<file path="src/pmrs_pkg.sv">
// Package for the power-mode and reset sequencer: modes, causes, field widths and timing counts.
// Assumes a single 100 MHz system clock; slower rates come from enable pulses.
package pmrs_pkg;
    localparam int  CLK_HZ           = 100_000_000;
    localparam int  LP_TICK_HZ       = 125;
    localparam int  LP_TICK_CYCLES   = CLK_HZ / LP_TICK_HZ;
    localparam int  RESET_HOLD_NS    = 1000;
    localparam int  RESET_HOLD_CYC   = (RESET_HOLD_NS + 9) / 10;
    localparam int  REPOWER_NS       = 500;
    localparam int  REPOWER_CYC      = (REPOWER_NS + 9) / 10;
    localparam int  GPIO_COUNT       = 11;
    localparam int  TIMER_W          = 32;
    localparam int  RETAIN_W         = 16;
    localparam int  RETAIN_COUNT     = 4;
    localparam int  SHUT_WAKE_MAX    = 2;
    localparam logic [2:0] DIV_SEL_RESET = 3'h0;
    localparam logic [15:0] RETAIN_RESET = 16'h0000;
    localparam logic [31:0] TIMER_RESET  = 32'h0000_0000;

    typedef enum logic [1:0] {PMRS_CLK_XTAL, PMRS_CLK_PLL, PMRS_CLK_DIV32K, PMRS_CLK_RING} pmrs_clk_t;

    typedef enum logic [2:0] {
        PMRS_CAUSE_POWER_ON, PMRS_CAUSE_BROWN_OUT, PMRS_CAUSE_WATCHDOG, PMRS_CAUSE_SOFTWARE,
        PMRS_CAUSE_EXT_PIN, PMRS_CAUSE_WAKE_SLEEP, PMRS_CAUSE_WAKE_SHUTDOWN
    } pmrs_cause_t;

    typedef enum logic [2:0] {
        PMRS_MODE_RESET, PMRS_MODE_DEEP_SLEEP, PMRS_MODE_SHUTDOWN, PMRS_MODE_REPOWER,
        PMRS_MODE_ACTIVE, PMRS_MODE_TEST
    } pmrs_mode_t;
endpackage

</file>
<file path="src/pmrs_sequencer.sv">
// Power-mode and reset sequencer, always-on timer, retention registers and clock output divider.
// Assumes sys_clk is the always-on clock; pins arrive asynchronous and are synchronised here.
// Summary of operation
// - After a system reset completes, enter deep sleep until a pin, USB or timer wake.
// - Shutdown only by software write; only a wake pin level revives it.
// - Deep sleep keeps always-on logic but drops pin output enables; low-power timer timeout wakes.
// - Retention registers hold their contents through deep sleep until active.
// - Reset sources: power-on, brown-out, watchdog, software, low pin, wakeup.
// - Power-on resets every block; digital power-on and watchdog reset every block but always-on.
// - One 32-bit timer and 16-bit retention words; only power-on reset clears the words, power-on or a sleep or shutdown request the timer.
// - Wakeup repowers the digital domain, then runs the full reset procedure.
// - Applying the USB supply also wakes the device from deep sleep.
// - In deep sleep any level change on an enabled wake pin wakes.
// - In shutdown a low shared reset pin, or enabled wake pins, wake.
// - At most two other pins may be shutdown wake sources at once.
// - Eleven pins, each input or output, each with an alternate function.
// - Crystal clock goes out on a pin divided by 2, 4, 8, 16 or 32.
// - Clock sources restricted per block: processor, PWM, watchdog, slow timers.
// - A test mode runs built-in self-test; not entered in normal operation.
// - Low-power timer ticks at 125 Hz and runs while the processor is off.
module pmrs_sequencer
    import pmrs_pkg::*;
#(
    parameter int LP_TICK_DIV = LP_TICK_CYCLES,
    parameter int RESET_HOLD  = RESET_HOLD_CYC,
    parameter int REPOWER     = REPOWER_CYC
) (
    // Clock and power-on reset
    input  wire logic                      sys_clk,
    input  wire logic                      rst_n,
    // Reset sources
    input  wire logic                      brown_out,
    input  wire logic                      watchdog_expired,
    input  wire logic                      sw_reset_req,
    input  wire logic                      usb_supply_input,
    // Software control
    input  wire logic                      sw_shutdown_req,
    input  wire logic                      sw_sleep_req,
    input  wire logic                      test_mode_req,
    input  wire logic                      bist_done,
    input  wire logic [31:0]               sleep_timeout,
    input  wire logic                      sleep_timer_en,
    input  wire logic [GPIO_COUNT-1:0]     sleep_wake_en,
    input  wire logic [GPIO_COUNT-1:0]     shutdown_wake_en,
    // Retention write port
    input  wire logic                      retain_we,
    input  wire logic [1:0]                retain_addr,
    input  wire logic [RETAIN_W-1:0]       retain_wdata,
    // Clock selection and output
    input  wire logic                      crystal_clock,
    input  wire logic [2:0]                clk_out_div_sel,
    input  wire logic                      clk_out_en,
    input  wire logic                      cpu_clk_sel,
    input  wire logic                      pwm_clk_sel,
    input  wire logic                      slow_timer_clk_sel,
    // General-purpose pins
    input  wire logic [GPIO_COUNT-1:0]     gpio_in,
    input  wire logic [GPIO_COUNT-1:0]     gpio_dir_out,
    input  wire logic [GPIO_COUNT-1:0]     gpio_alt_sel,
    input  wire logic [GPIO_COUNT-1:0]     gpio_sw_out,
    input  wire logic [GPIO_COUNT-1:0]     gpio_alt_out,
    input  wire logic                      shared_reset_wake_pin,
    // Pin drive
    output logic [GPIO_COUNT-1:0]          gpio_out,
    output logic [GPIO_COUNT-1:0]          gpio_oe,
    output logic [GPIO_COUNT-1:0]          gpio_sync_in,
    output logic                           clock_output_pin,
    // Domain control and status
    output logic                           digital_reset_n,
    output logic                           digital_power_on,
    output logic                           bist_run,
    output pmrs_mode_t                     mode,
    output pmrs_cause_t                    reset_cause,
    output logic                           shutdown_cfg_err,
    output logic [TIMER_W-1:0]             aon_timer,
    output logic [RETAIN_W*RETAIN_COUNT-1:0] retain_rdata,
    output pmrs_clk_t                      cpu_clk_src,
    output pmrs_clk_t                      pwm_clk_src,
    output pmrs_clk_t                      wdt_clk_src,
    output pmrs_clk_t                      slow_timer_clk_src
);
    import pmrs_pkg::*;

    // Three-stage pin synchronisers; stage 1 feeds only stage 2
    logic [GPIO_COUNT+3:0] sync1;
    logic [GPIO_COUNT+3:0] sync2;
    logic [GPIO_COUNT+3:0] sync3;
    logic [GPIO_COUNT+3:0] pin_state;
    always_ff @(posedge sys_clk) begin
        sync1 <= {crystal_clock, usb_supply_input, shared_reset_wake_pin, brown_out, gpio_in};
        sync2 <= sync1;
        sync3 <= sync2;
        if (!rst_n) begin
            pin_state <= {4'h2, {GPIO_COUNT{1'b0}}};
        end else begin
            for (int i = 0; i < GPIO_COUNT + 4; i++) begin
                if (sync2[i] == sync3[i]) begin
                    pin_state[i] <= sync3[i];
                end
            end
        end
    end

    logic [GPIO_COUNT-1:0] gpio_q;
    logic                  ext_pin_q;
    logic                  brown_q;
    logic                  usb_q;
    logic                  xtal_q;
    assign gpio_q    = pin_state[GPIO_COUNT-1:0];
    assign brown_q   = pin_state[GPIO_COUNT];
    assign ext_pin_q = pin_state[GPIO_COUNT+1];
    assign usb_q     = pin_state[GPIO_COUNT+2];
    assign xtal_q    = pin_state[GPIO_COUNT+3];

    logic [GPIO_COUNT-1:0] gpio_prev;
    logic                  usb_prev;
    logic                  xtal_prev;
    always_ff @(posedge sys_clk) begin
        gpio_prev <= gpio_q;
        usb_prev  <= usb_q;
        xtal_prev <= xtal_q;
    end

    // Count enabled shutdown wake pins; more than two is a configuration error
    logic [3:0] shut_en_count;
    always_comb begin
        shut_en_count = 4'h0;
        for (int i = 0; i < GPIO_COUNT; i++) begin
            shut_en_count = shut_en_count + {3'h0, shutdown_wake_en[i]};
        end
    end
    logic shut_cfg_bad;
    assign shut_cfg_bad = shut_en_count > 4'(SHUT_WAKE_MAX);

    // 125 Hz tick for the low-power timer
    logic [31:0] tick_cnt;
    logic        lp_tick;
    always_ff @(posedge sys_clk) begin
        if (!rst_n) begin
            tick_cnt <= 32'h0000_0000;
            lp_tick  <= 1'b0;
        end else if (tick_cnt == 32'(LP_TICK_DIV - 1)) begin
            tick_cnt <= 32'h0000_0000;
            lp_tick  <= 1'b1;
        end else begin
            tick_cnt <= tick_cnt + 32'h0000_0001;
            lp_tick  <= 1'b0;
        end
    end

    // Wake and reset decoding
    logic sleep_pin_wake;
    logic sleep_usb_wake;
    logic sleep_timer_wake;
    logic shut_wake;
    logic soft_reset_src;
    assign sleep_pin_wake   = |((gpio_q ^ gpio_prev) & sleep_wake_en);
    assign sleep_usb_wake   = usb_q && !usb_prev;
    assign sleep_timer_wake = sleep_timer_en && (aon_timer >= sleep_timeout);
    assign shut_wake        = !ext_pin_q || (!shut_cfg_bad && |(gpio_q & shutdown_wake_en));
    assign soft_reset_src   = brown_q || watchdog_expired || sw_reset_req || !ext_pin_q;

    // Mode sequencer
    logic [15:0] seq_cnt;
    always_ff @(posedge sys_clk) begin
        if (!rst_n) begin
            mode             <= PMRS_MODE_RESET;
            seq_cnt          <= 16'h0000;
            reset_cause      <= PMRS_CAUSE_POWER_ON;
            digital_reset_n  <= 1'b0;
            digital_power_on <= 1'b1;
            bist_run         <= 1'b0;
        end else begin
            case (mode)
                PMRS_MODE_RESET: begin
                    digital_reset_n <= 1'b0;
                    if (seq_cnt == 16'(RESET_HOLD - 1)) begin
                        seq_cnt         <= 16'h0000;
                        digital_reset_n <= 1'b1;
                        if (reset_cause == PMRS_CAUSE_WAKE_SLEEP || reset_cause == PMRS_CAUSE_WAKE_SHUTDOWN) begin
                            mode <= PMRS_MODE_ACTIVE;
                        end else begin
                            mode             <= PMRS_MODE_DEEP_SLEEP;
                            digital_power_on <= 1'b0;
                        end
                    end else begin
                        seq_cnt <= seq_cnt + 16'h0001;
                    end
                end
                PMRS_MODE_DEEP_SLEEP: begin
                    if (sleep_pin_wake || sleep_usb_wake || sleep_timer_wake) begin
                        mode             <= PMRS_MODE_REPOWER;
                        reset_cause      <= PMRS_CAUSE_WAKE_SLEEP;
                        digital_power_on <= 1'b1;
                    end
                end
                PMRS_MODE_SHUTDOWN: begin
                    if (shut_wake) begin
                        mode             <= PMRS_MODE_REPOWER;
                        reset_cause      <= PMRS_CAUSE_WAKE_SHUTDOWN;
                        digital_power_on <= 1'b1;
                    end
                end
                PMRS_MODE_REPOWER: begin
                    digital_reset_n <= 1'b0; // Held in reset while the supply settles
                    if (seq_cnt == 16'(REPOWER - 1)) begin
                        seq_cnt <= 16'h0000;
                        mode    <= PMRS_MODE_RESET;
                    end else begin
                        seq_cnt <= seq_cnt + 16'h0001;
                    end
                end
                PMRS_MODE_ACTIVE: begin
                    if (soft_reset_src) begin
                        mode            <= PMRS_MODE_RESET;
                        digital_reset_n <= 1'b0;
                        if (brown_q) begin
                            reset_cause <= PMRS_CAUSE_BROWN_OUT;
                        end else if (watchdog_expired) begin
                            reset_cause <= PMRS_CAUSE_WATCHDOG;
                        end else if (!ext_pin_q) begin
                            reset_cause <= PMRS_CAUSE_EXT_PIN;
                        end else begin
                            reset_cause <= PMRS_CAUSE_SOFTWARE;
                        end
                    end else if (sw_shutdown_req) begin
                        mode             <= PMRS_MODE_SHUTDOWN;
                        digital_power_on <= 1'b0;
                    end else if (sw_sleep_req) begin
                        mode             <= PMRS_MODE_DEEP_SLEEP;
                        digital_power_on <= 1'b0;
                    end else if (test_mode_req) begin
                        mode     <= PMRS_MODE_TEST;
                        bist_run <= 1'b1;
                    end
                end
                PMRS_MODE_TEST: begin
                    if (bist_done) begin
                        mode     <= PMRS_MODE_ACTIVE;
                        bist_run <= 1'b0;
                    end
                end
                default: begin
                    mode <= PMRS_MODE_RESET;
                end
            endcase
        end
    end

    always_ff @(posedge sys_clk) begin
        if (!rst_n) begin
            shutdown_cfg_err <= 1'b0;
        end else begin
            shutdown_cfg_err <= shut_cfg_bad;
        end
    end

    // Always-on timer: cleared by power-on reset and restarted by a sleep or shutdown request while active
    always_ff @(posedge sys_clk) begin
        if (!rst_n) begin
            aon_timer <= TIMER_RESET;
        end else if (mode == PMRS_MODE_ACTIVE && (sw_sleep_req || sw_shutdown_req)) begin
            aon_timer <= TIMER_RESET;
        end else if (lp_tick && aon_timer != 32'hFFFF_FFFF) begin
            aon_timer <= aon_timer + 32'h0000_0001;
        end
    end

    // Retention words: writable only while active, kept across every other reset
    logic [RETAIN_W-1:0] retain_mem [RETAIN_COUNT];
    always_ff @(posedge sys_clk) begin
        if (!rst_n) begin
            for (int i = 0; i < RETAIN_COUNT; i++) begin
                retain_mem[i] <= RETAIN_RESET;
            end
        end else if (retain_we && mode == PMRS_MODE_ACTIVE) begin
            retain_mem[retain_addr] <= retain_wdata;
        end
    end
    always_ff @(posedge sys_clk) begin
        if (!rst_n) begin
            retain_rdata <= '0;
        end else begin
            for (int i = 0; i < RETAIN_COUNT; i++) begin
                retain_rdata[i*RETAIN_W +: RETAIN_W] <= retain_mem[i];
            end
        end
    end

    // Pin drive; the divided crystal clock goes out on clock_output_pin, not on a general-purpose pin
    logic [4:0] xtal_div;
    logic       clk_div_out;
    always_ff @(posedge sys_clk) begin
        if (!rst_n) begin
            xtal_div    <= 5'h00;
            clk_div_out <= 1'b0;
        end else begin
            if (xtal_q && !xtal_prev) begin
                xtal_div <= xtal_div + 5'h01;
            end
            clk_div_out <= clk_out_en && xtal_div[clk_out_div_sel > 3'h4 ? 3'h4 : clk_out_div_sel];
        end
    end
    always_ff @(posedge sys_clk) begin
        if (!rst_n) begin
            gpio_out         <= '0;
            gpio_oe          <= '0;
            gpio_sync_in     <= '0;
            clock_output_pin <= 1'b0;
        end else begin
            gpio_oe          <= digital_power_on ? gpio_dir_out : '0;
            gpio_out         <= (gpio_alt_sel & gpio_alt_out) | (~gpio_alt_sel & gpio_sw_out);
            gpio_sync_in     <= gpio_q;
            clock_output_pin <= clk_div_out;
        end
    end

    // Clock source selection limited per block
    always_ff @(posedge sys_clk) begin
        if (!rst_n) begin
            cpu_clk_src        <= PMRS_CLK_XTAL;
            pwm_clk_src        <= PMRS_CLK_XTAL;
            wdt_clk_src        <= PMRS_CLK_DIV32K;
            slow_timer_clk_src <= PMRS_CLK_RING;
        end else begin
            cpu_clk_src        <= cpu_clk_sel ? PMRS_CLK_PLL : PMRS_CLK_XTAL;
            pwm_clk_src        <= pwm_clk_sel ? PMRS_CLK_DIV32K : PMRS_CLK_XTAL;
            wdt_clk_src        <= PMRS_CLK_DIV32K;
            slow_timer_clk_src <= slow_timer_clk_sel ? PMRS_CLK_DIV32K : PMRS_CLK_RING;
        end
    end

    // Checks
    sleep_after_reset_a: assert property (@(posedge sys_clk) disable iff (!rst_n)
        (mode == PMRS_MODE_RESET && seq_cnt == 16'(RESET_HOLD - 1) && reset_cause == PMRS_CAUSE_POWER_ON)
        |=> mode == PMRS_MODE_DEEP_SLEEP) else $error("reset did not enter deep sleep");
    shutdown_hold_a: assert property (@(posedge sys_clk) disable iff (!rst_n)
        (mode == PMRS_MODE_SHUTDOWN && !shut_wake) |=> mode == PMRS_MODE_SHUTDOWN)
        else $error("shutdown left without wake");
    timer_wake_a: assert property (@(posedge sys_clk) disable iff (!rst_n)
        (mode == PMRS_MODE_DEEP_SLEEP && sleep_timer_wake) |=> mode == PMRS_MODE_REPOWER)
        else $error("timer did not wake");
    retain_keep_a: assert property (@(posedge sys_clk) disable iff (!rst_n)
        (mode != PMRS_MODE_ACTIVE) |=> $stable(retain_mem[0])) else $error("retention lost");
    wake_repower_a: assert property (@(posedge sys_clk) disable iff (!rst_n)
        $rose(mode == PMRS_MODE_REPOWER) |-> digital_power_on ##[1:300] mode == PMRS_MODE_RESET)
        else $error("repower did not lead to reset");
    usb_wake_a: assert property (@(posedge sys_clk) disable iff (!rst_n)
        (mode == PMRS_MODE_DEEP_SLEEP && sleep_usb_wake) |=> reset_cause == PMRS_CAUSE_WAKE_SLEEP)
        else $error("usb did not wake");
    ext_reset_a: assert property (@(posedge sys_clk) disable iff (!rst_n)
        (mode == PMRS_MODE_ACTIVE && !ext_pin_q && !brown_q && !watchdog_expired)
        |=> (!digital_reset_n && reset_cause == PMRS_CAUSE_EXT_PIN))
        else $error("external reset missed");
    shut_limit_a: assert property (@(posedge sys_clk) disable iff (!rst_n)
        (mode == PMRS_MODE_SHUTDOWN && shut_cfg_bad && ext_pin_q) |=> mode == PMRS_MODE_SHUTDOWN)
        else $error("bad wake config woke");
    tick_rate_a: assert property (@(posedge sys_clk) disable iff (!rst_n)
        lp_tick |=> !lp_tick) else $error("tick too wide");
endmodule // pmrs_sequencer

</file>
<file path="config.mk">
export PLATFORM = sky130hd
export DESIGN_NAME = pmrs_sequencer
export DESIGN_NICKNAME = d
export VERILOG_FILES = /design/src/pmrs_pkg.sv /design/src/pmrs_sequencer.sv
export SDC_FILE = /design/constraint.sdc
export NUM_CORES = 1
export LEC_CHECK = 0
export BUFFER_PORTS_ARGS = -buffer_cell sky130_fd_sc_hd__buf_2
export CAP_MARGIN = 40
export CORE_UTILIZATION = 58
export DETAILED_ROUTE_END_ITERATION = 16
export PLACE_DENSITY = 0.94
export SLEW_MARGIN = 15
export SYNTH_ARGS = -nofsm -noshare
export SYNTH_HDL_FRONTEND = slang
export SYNTH_SLANG_ARGS = --single-unit
</file>
<file path="constraint.sdc">
create_clock -name sys_clk -period 6.5 [get_ports sys_clk]
set_input_delay 0.65 -clock sys_clk [delete_from_list [all_inputs] [get_ports sys_clk]]
set_output_delay 0.65 -clock sys_clk [all_outputs]
set_load 0.005 [all_outputs]
</file>
==> results.yml <==
clocking:
  ctsResizeCount: 0
  cts_max_level: 2
  cts_buffer_depth: 3
  cts-root-buf: "clkbuf_16"
  cts_tree: "done"
  numCtsBuffers: 34
  cts_sinks: 335
  cts_setup_buffers: 0
  clock_latency_ps: 500
  path_clk_slew_ps: 60
  hold_buffers: 0
synth:
  synth-edff-count: 64
  ys_types: 62
  async_reset_ff_share_pct: 0
  ys.flop_type: "dfxtp_1"
  seq_area_frac_synth_pct: 57.5
  yosys_warnings: 0
  syn_inst: 1206
  ys_ff_latch: 335
  avgSynthCellArea_um2: 10.6
  synth.cell_area_um2: 12800
min_path:
  min_path_cells: 1
  hold_path_end: "sync1[8]"
  hold_start: "gpio_in[8]"
  min_path_type: "in -> reg"
placement:
  placed_cell_area_um2: 14500
  place_ws_ps: 1700
  dpl.hpwl_um: 21200
  place.port_buffers: 290
  gp_congestion: 0.936
drt:
  routedWlPerCell_um: 16.6
  route.vias.total: 9746
  drc: 0
  antenna_left: 0
  drt_pass1_iterations: 5
  via_per_inst: 5.38
  drt_iter0_drc: 429
  routed_wl_um: 30100
timing:
  whs_ps: 245
  rsz0062_at_grt: "false"
  layout_min_cycle_time_ps: 4290
  finalSetupViolCount: 0
  fmax_ghz: 0.233
  final-max-slew-violation-count: 0
  tns_ps: 0
  fin_crit_sh_pct: 66.0
  skew_ps: 8.25
  layout_setup_ws_ps: 2210
  worst_slew_pin_slew_ps: 718
  hold_viol: 0
  relSlewSlack_pct: 52.1
pwr:
  peakVddDrop_uv: 296
  leakagePower_nw: 7.07
  p_per_area_nw_per_um2: 295
outcome:
  status: "completed"
final_layout:
  register_area_um2: 7350
  fill_cells: 1363
  drive_gt1_share_pct: 24.4
  final_core_util_pct: 74.3
  final_area_um2: 15800
  multi_input_area_um2: 5060
  final_cell_mix: "buf_2 (289), dfxtp_1 (271), and2_1 (151)"
  layout_commonest_cell: "buf_2"
  area_delta_synth_final_pct: 23.7
  nets: 1701
global_routing:
  overflow: 0
  grt_pass1_wl_um: 46500
  grt_max_degree: 75
  antenna_found_initial: 3
  grt_usage_pct: 26.3
  grt_pass1_vias: 9458
worst_setup_path:
  crit_chain: "buf_2 > fa_1 > inv_1 > fa_1 > fa_1 > inv_1 > fa_1 > inv_1 > fa_1 > a2111oi_0 > a21o_1 > o21ai_0 > o2111ai_1 > nand4_1 > or3_1 > o211a_1"
  r2r-end: "retain_mem[0][5]"
  r2r-start: "mode[2]"
  regToRegSetupSlack_ps: 3700
  path_class: "in -> reg"
  setup.worst_path.start_class: "primary input"
  crit_fanout: 5
  cp.required_ps: 6900
  reg2reg_depth: 7
  endpoint_kind: "register"
  cp.arrival_ps: 4690
  critPathMostFrequentCell: "fa_1"
  slowest_stage: "fa_1"
  max_stage_delay_ps: 530
floorplanning:
  die_x_um: 150
  initial_utilization_pct: 60.1
  rows: 53
  dieArea_um2: 22600
  pin_count: 296
  chipHeight_um: 150
  core_area_um2: 21300
job:
  drv_cap: 0
[report_power, final]
group	total (mW)	switching (mW)	leakage, nW	internal [mW]
logic	0.259	0.135	3.60	0.124
registers	2.24	0.0382	2.84	2.20
clock network	2.17	0.785	0.627	1.39
[logic make-up (layout without fill, tap and decap cells)]
logic type / Yosys count / in the layout / share of synthesized area, %
muxes: 16 / 16 / 1.35
AOI/OAI and AO/OA: 122 / 122 / 6.25
other: 2 / 8 / 0.0587
xor gates and xnor gates: 81 / 81 / 5.55
DFF: 335 / 335 / 57.5
and+or+nand+nor: 508 / 508 / 21.4
buffers and inverters: 97 / 422 / 3.07
adders and majority gates: 45 / 45 / 4.82
[critical path, delay by kind of cell]
kind | cells | cell delay [ps]
buffers and inverters | 4 | 310
adder cells (fa/ha/maj) | 5 | 2000
AO/OA/AOI/OAI | 5 | 1180
AND/OR/NAND/NOR | 2 | 560
[per-layer routing]
metal | global-route usage [%] | part of all wire (%) | vias up | routed length, um
li1 | - | - | 4676 | -
met3 | 5.61 | 6.7 | 80 | 2020
met1 | 31.1 | 40 | 4645 | 12100
met2 | 46.3 | 50 | 343 | 15100
met5 | 0 | 0.040 | - | 12
met4 | 10.2 | 3.0 | 2 | 889
[worst max-delay path by stage]
stage	from	endpoint	slack (ps)	cells past startpoint
3_3_place_gp	shutdown_wake_en[5]	mode[0]	1780	16
5_1_grt	shutdown_wake_en[0]	mode[0]	1930	16
6_report	shutdown_wake_en[5]	mode[0]	2210	16
3_5_place_dp	shutdown_wake_en[5]	mode[0]	1700	16
2_1_floorplan	shutdown_wake_en[0]	mode[0]	2130	15
4_1_cts	shutdown_wake_en[5]	mode[0]	2240	16
[cell usage after synthesis, types with 5 or more instances]
cell type	n	area (um2)
or3_1	11	68.8
fa_1	7	140
ha_1	38	475
clkbuf_1	29	109
and4_1	6	52.6
buf_4	5	37.5
xnor2_1	40	350
dfxtp_1	271	5430
inv_1	60	225
nand3_1	31	155
nor4_1	11	68.8
nand4_1	23	144
and3_1	29	181
mux2i_1	15	150
a21oi_1	28	140
nor2b_1	18	113
edfxtp_1	64	1920
and2_1	151	945
o21ai_0	40	200
nand2_1	78	293
nand2b_1	7	43.8
nor3_1	16	80.1
xor2_1	41	359
nor2_1	105	394
a21boi_0	15	113
a22oi_1	6	45.0
[area by class of cell]
| cell class | instances | area share (%) |
|---|---|---|
| clock buffers | 44 | 6.21 |
| diodes | 3 | 0.0475 |
| clock inverters | 18 | 1.88 |
| repair buffers | 300 | 9.81 |
| well taps | 275 | 2.18 |
| multi-input cells | 777 | 32.0 |
| flip-flops and latches | 335 | 46.5 |
| inverters | 60 | 1.42 |
[sequential cells by signal (all words and copies together), names as in the netlist, 3 cells and up]
register / cells
sync2: 15
gpio_oe: 11
reset_cause: 3
gpio_prev: 11
sync1: 15
xtal_div: 5
gpio_sync_in: 11
retain_rdata: 64
pin_state: 15
aon_timer: 32
mode: 3
seq_cnt: 16
gpio_out: 11
retain_mem: 64
tick_cnt: 32
sync3: 15
[through the flow]
stage	cells	power [mW]
after floorplan	1209	2.40
after global placement	1743	2.52
after detailed placement	1745	2.54
after CTS	1807	4.70
after global routing	1810	4.83
final	1812	4.67
No activity file was read; power rests on OpenSTA's default activity.
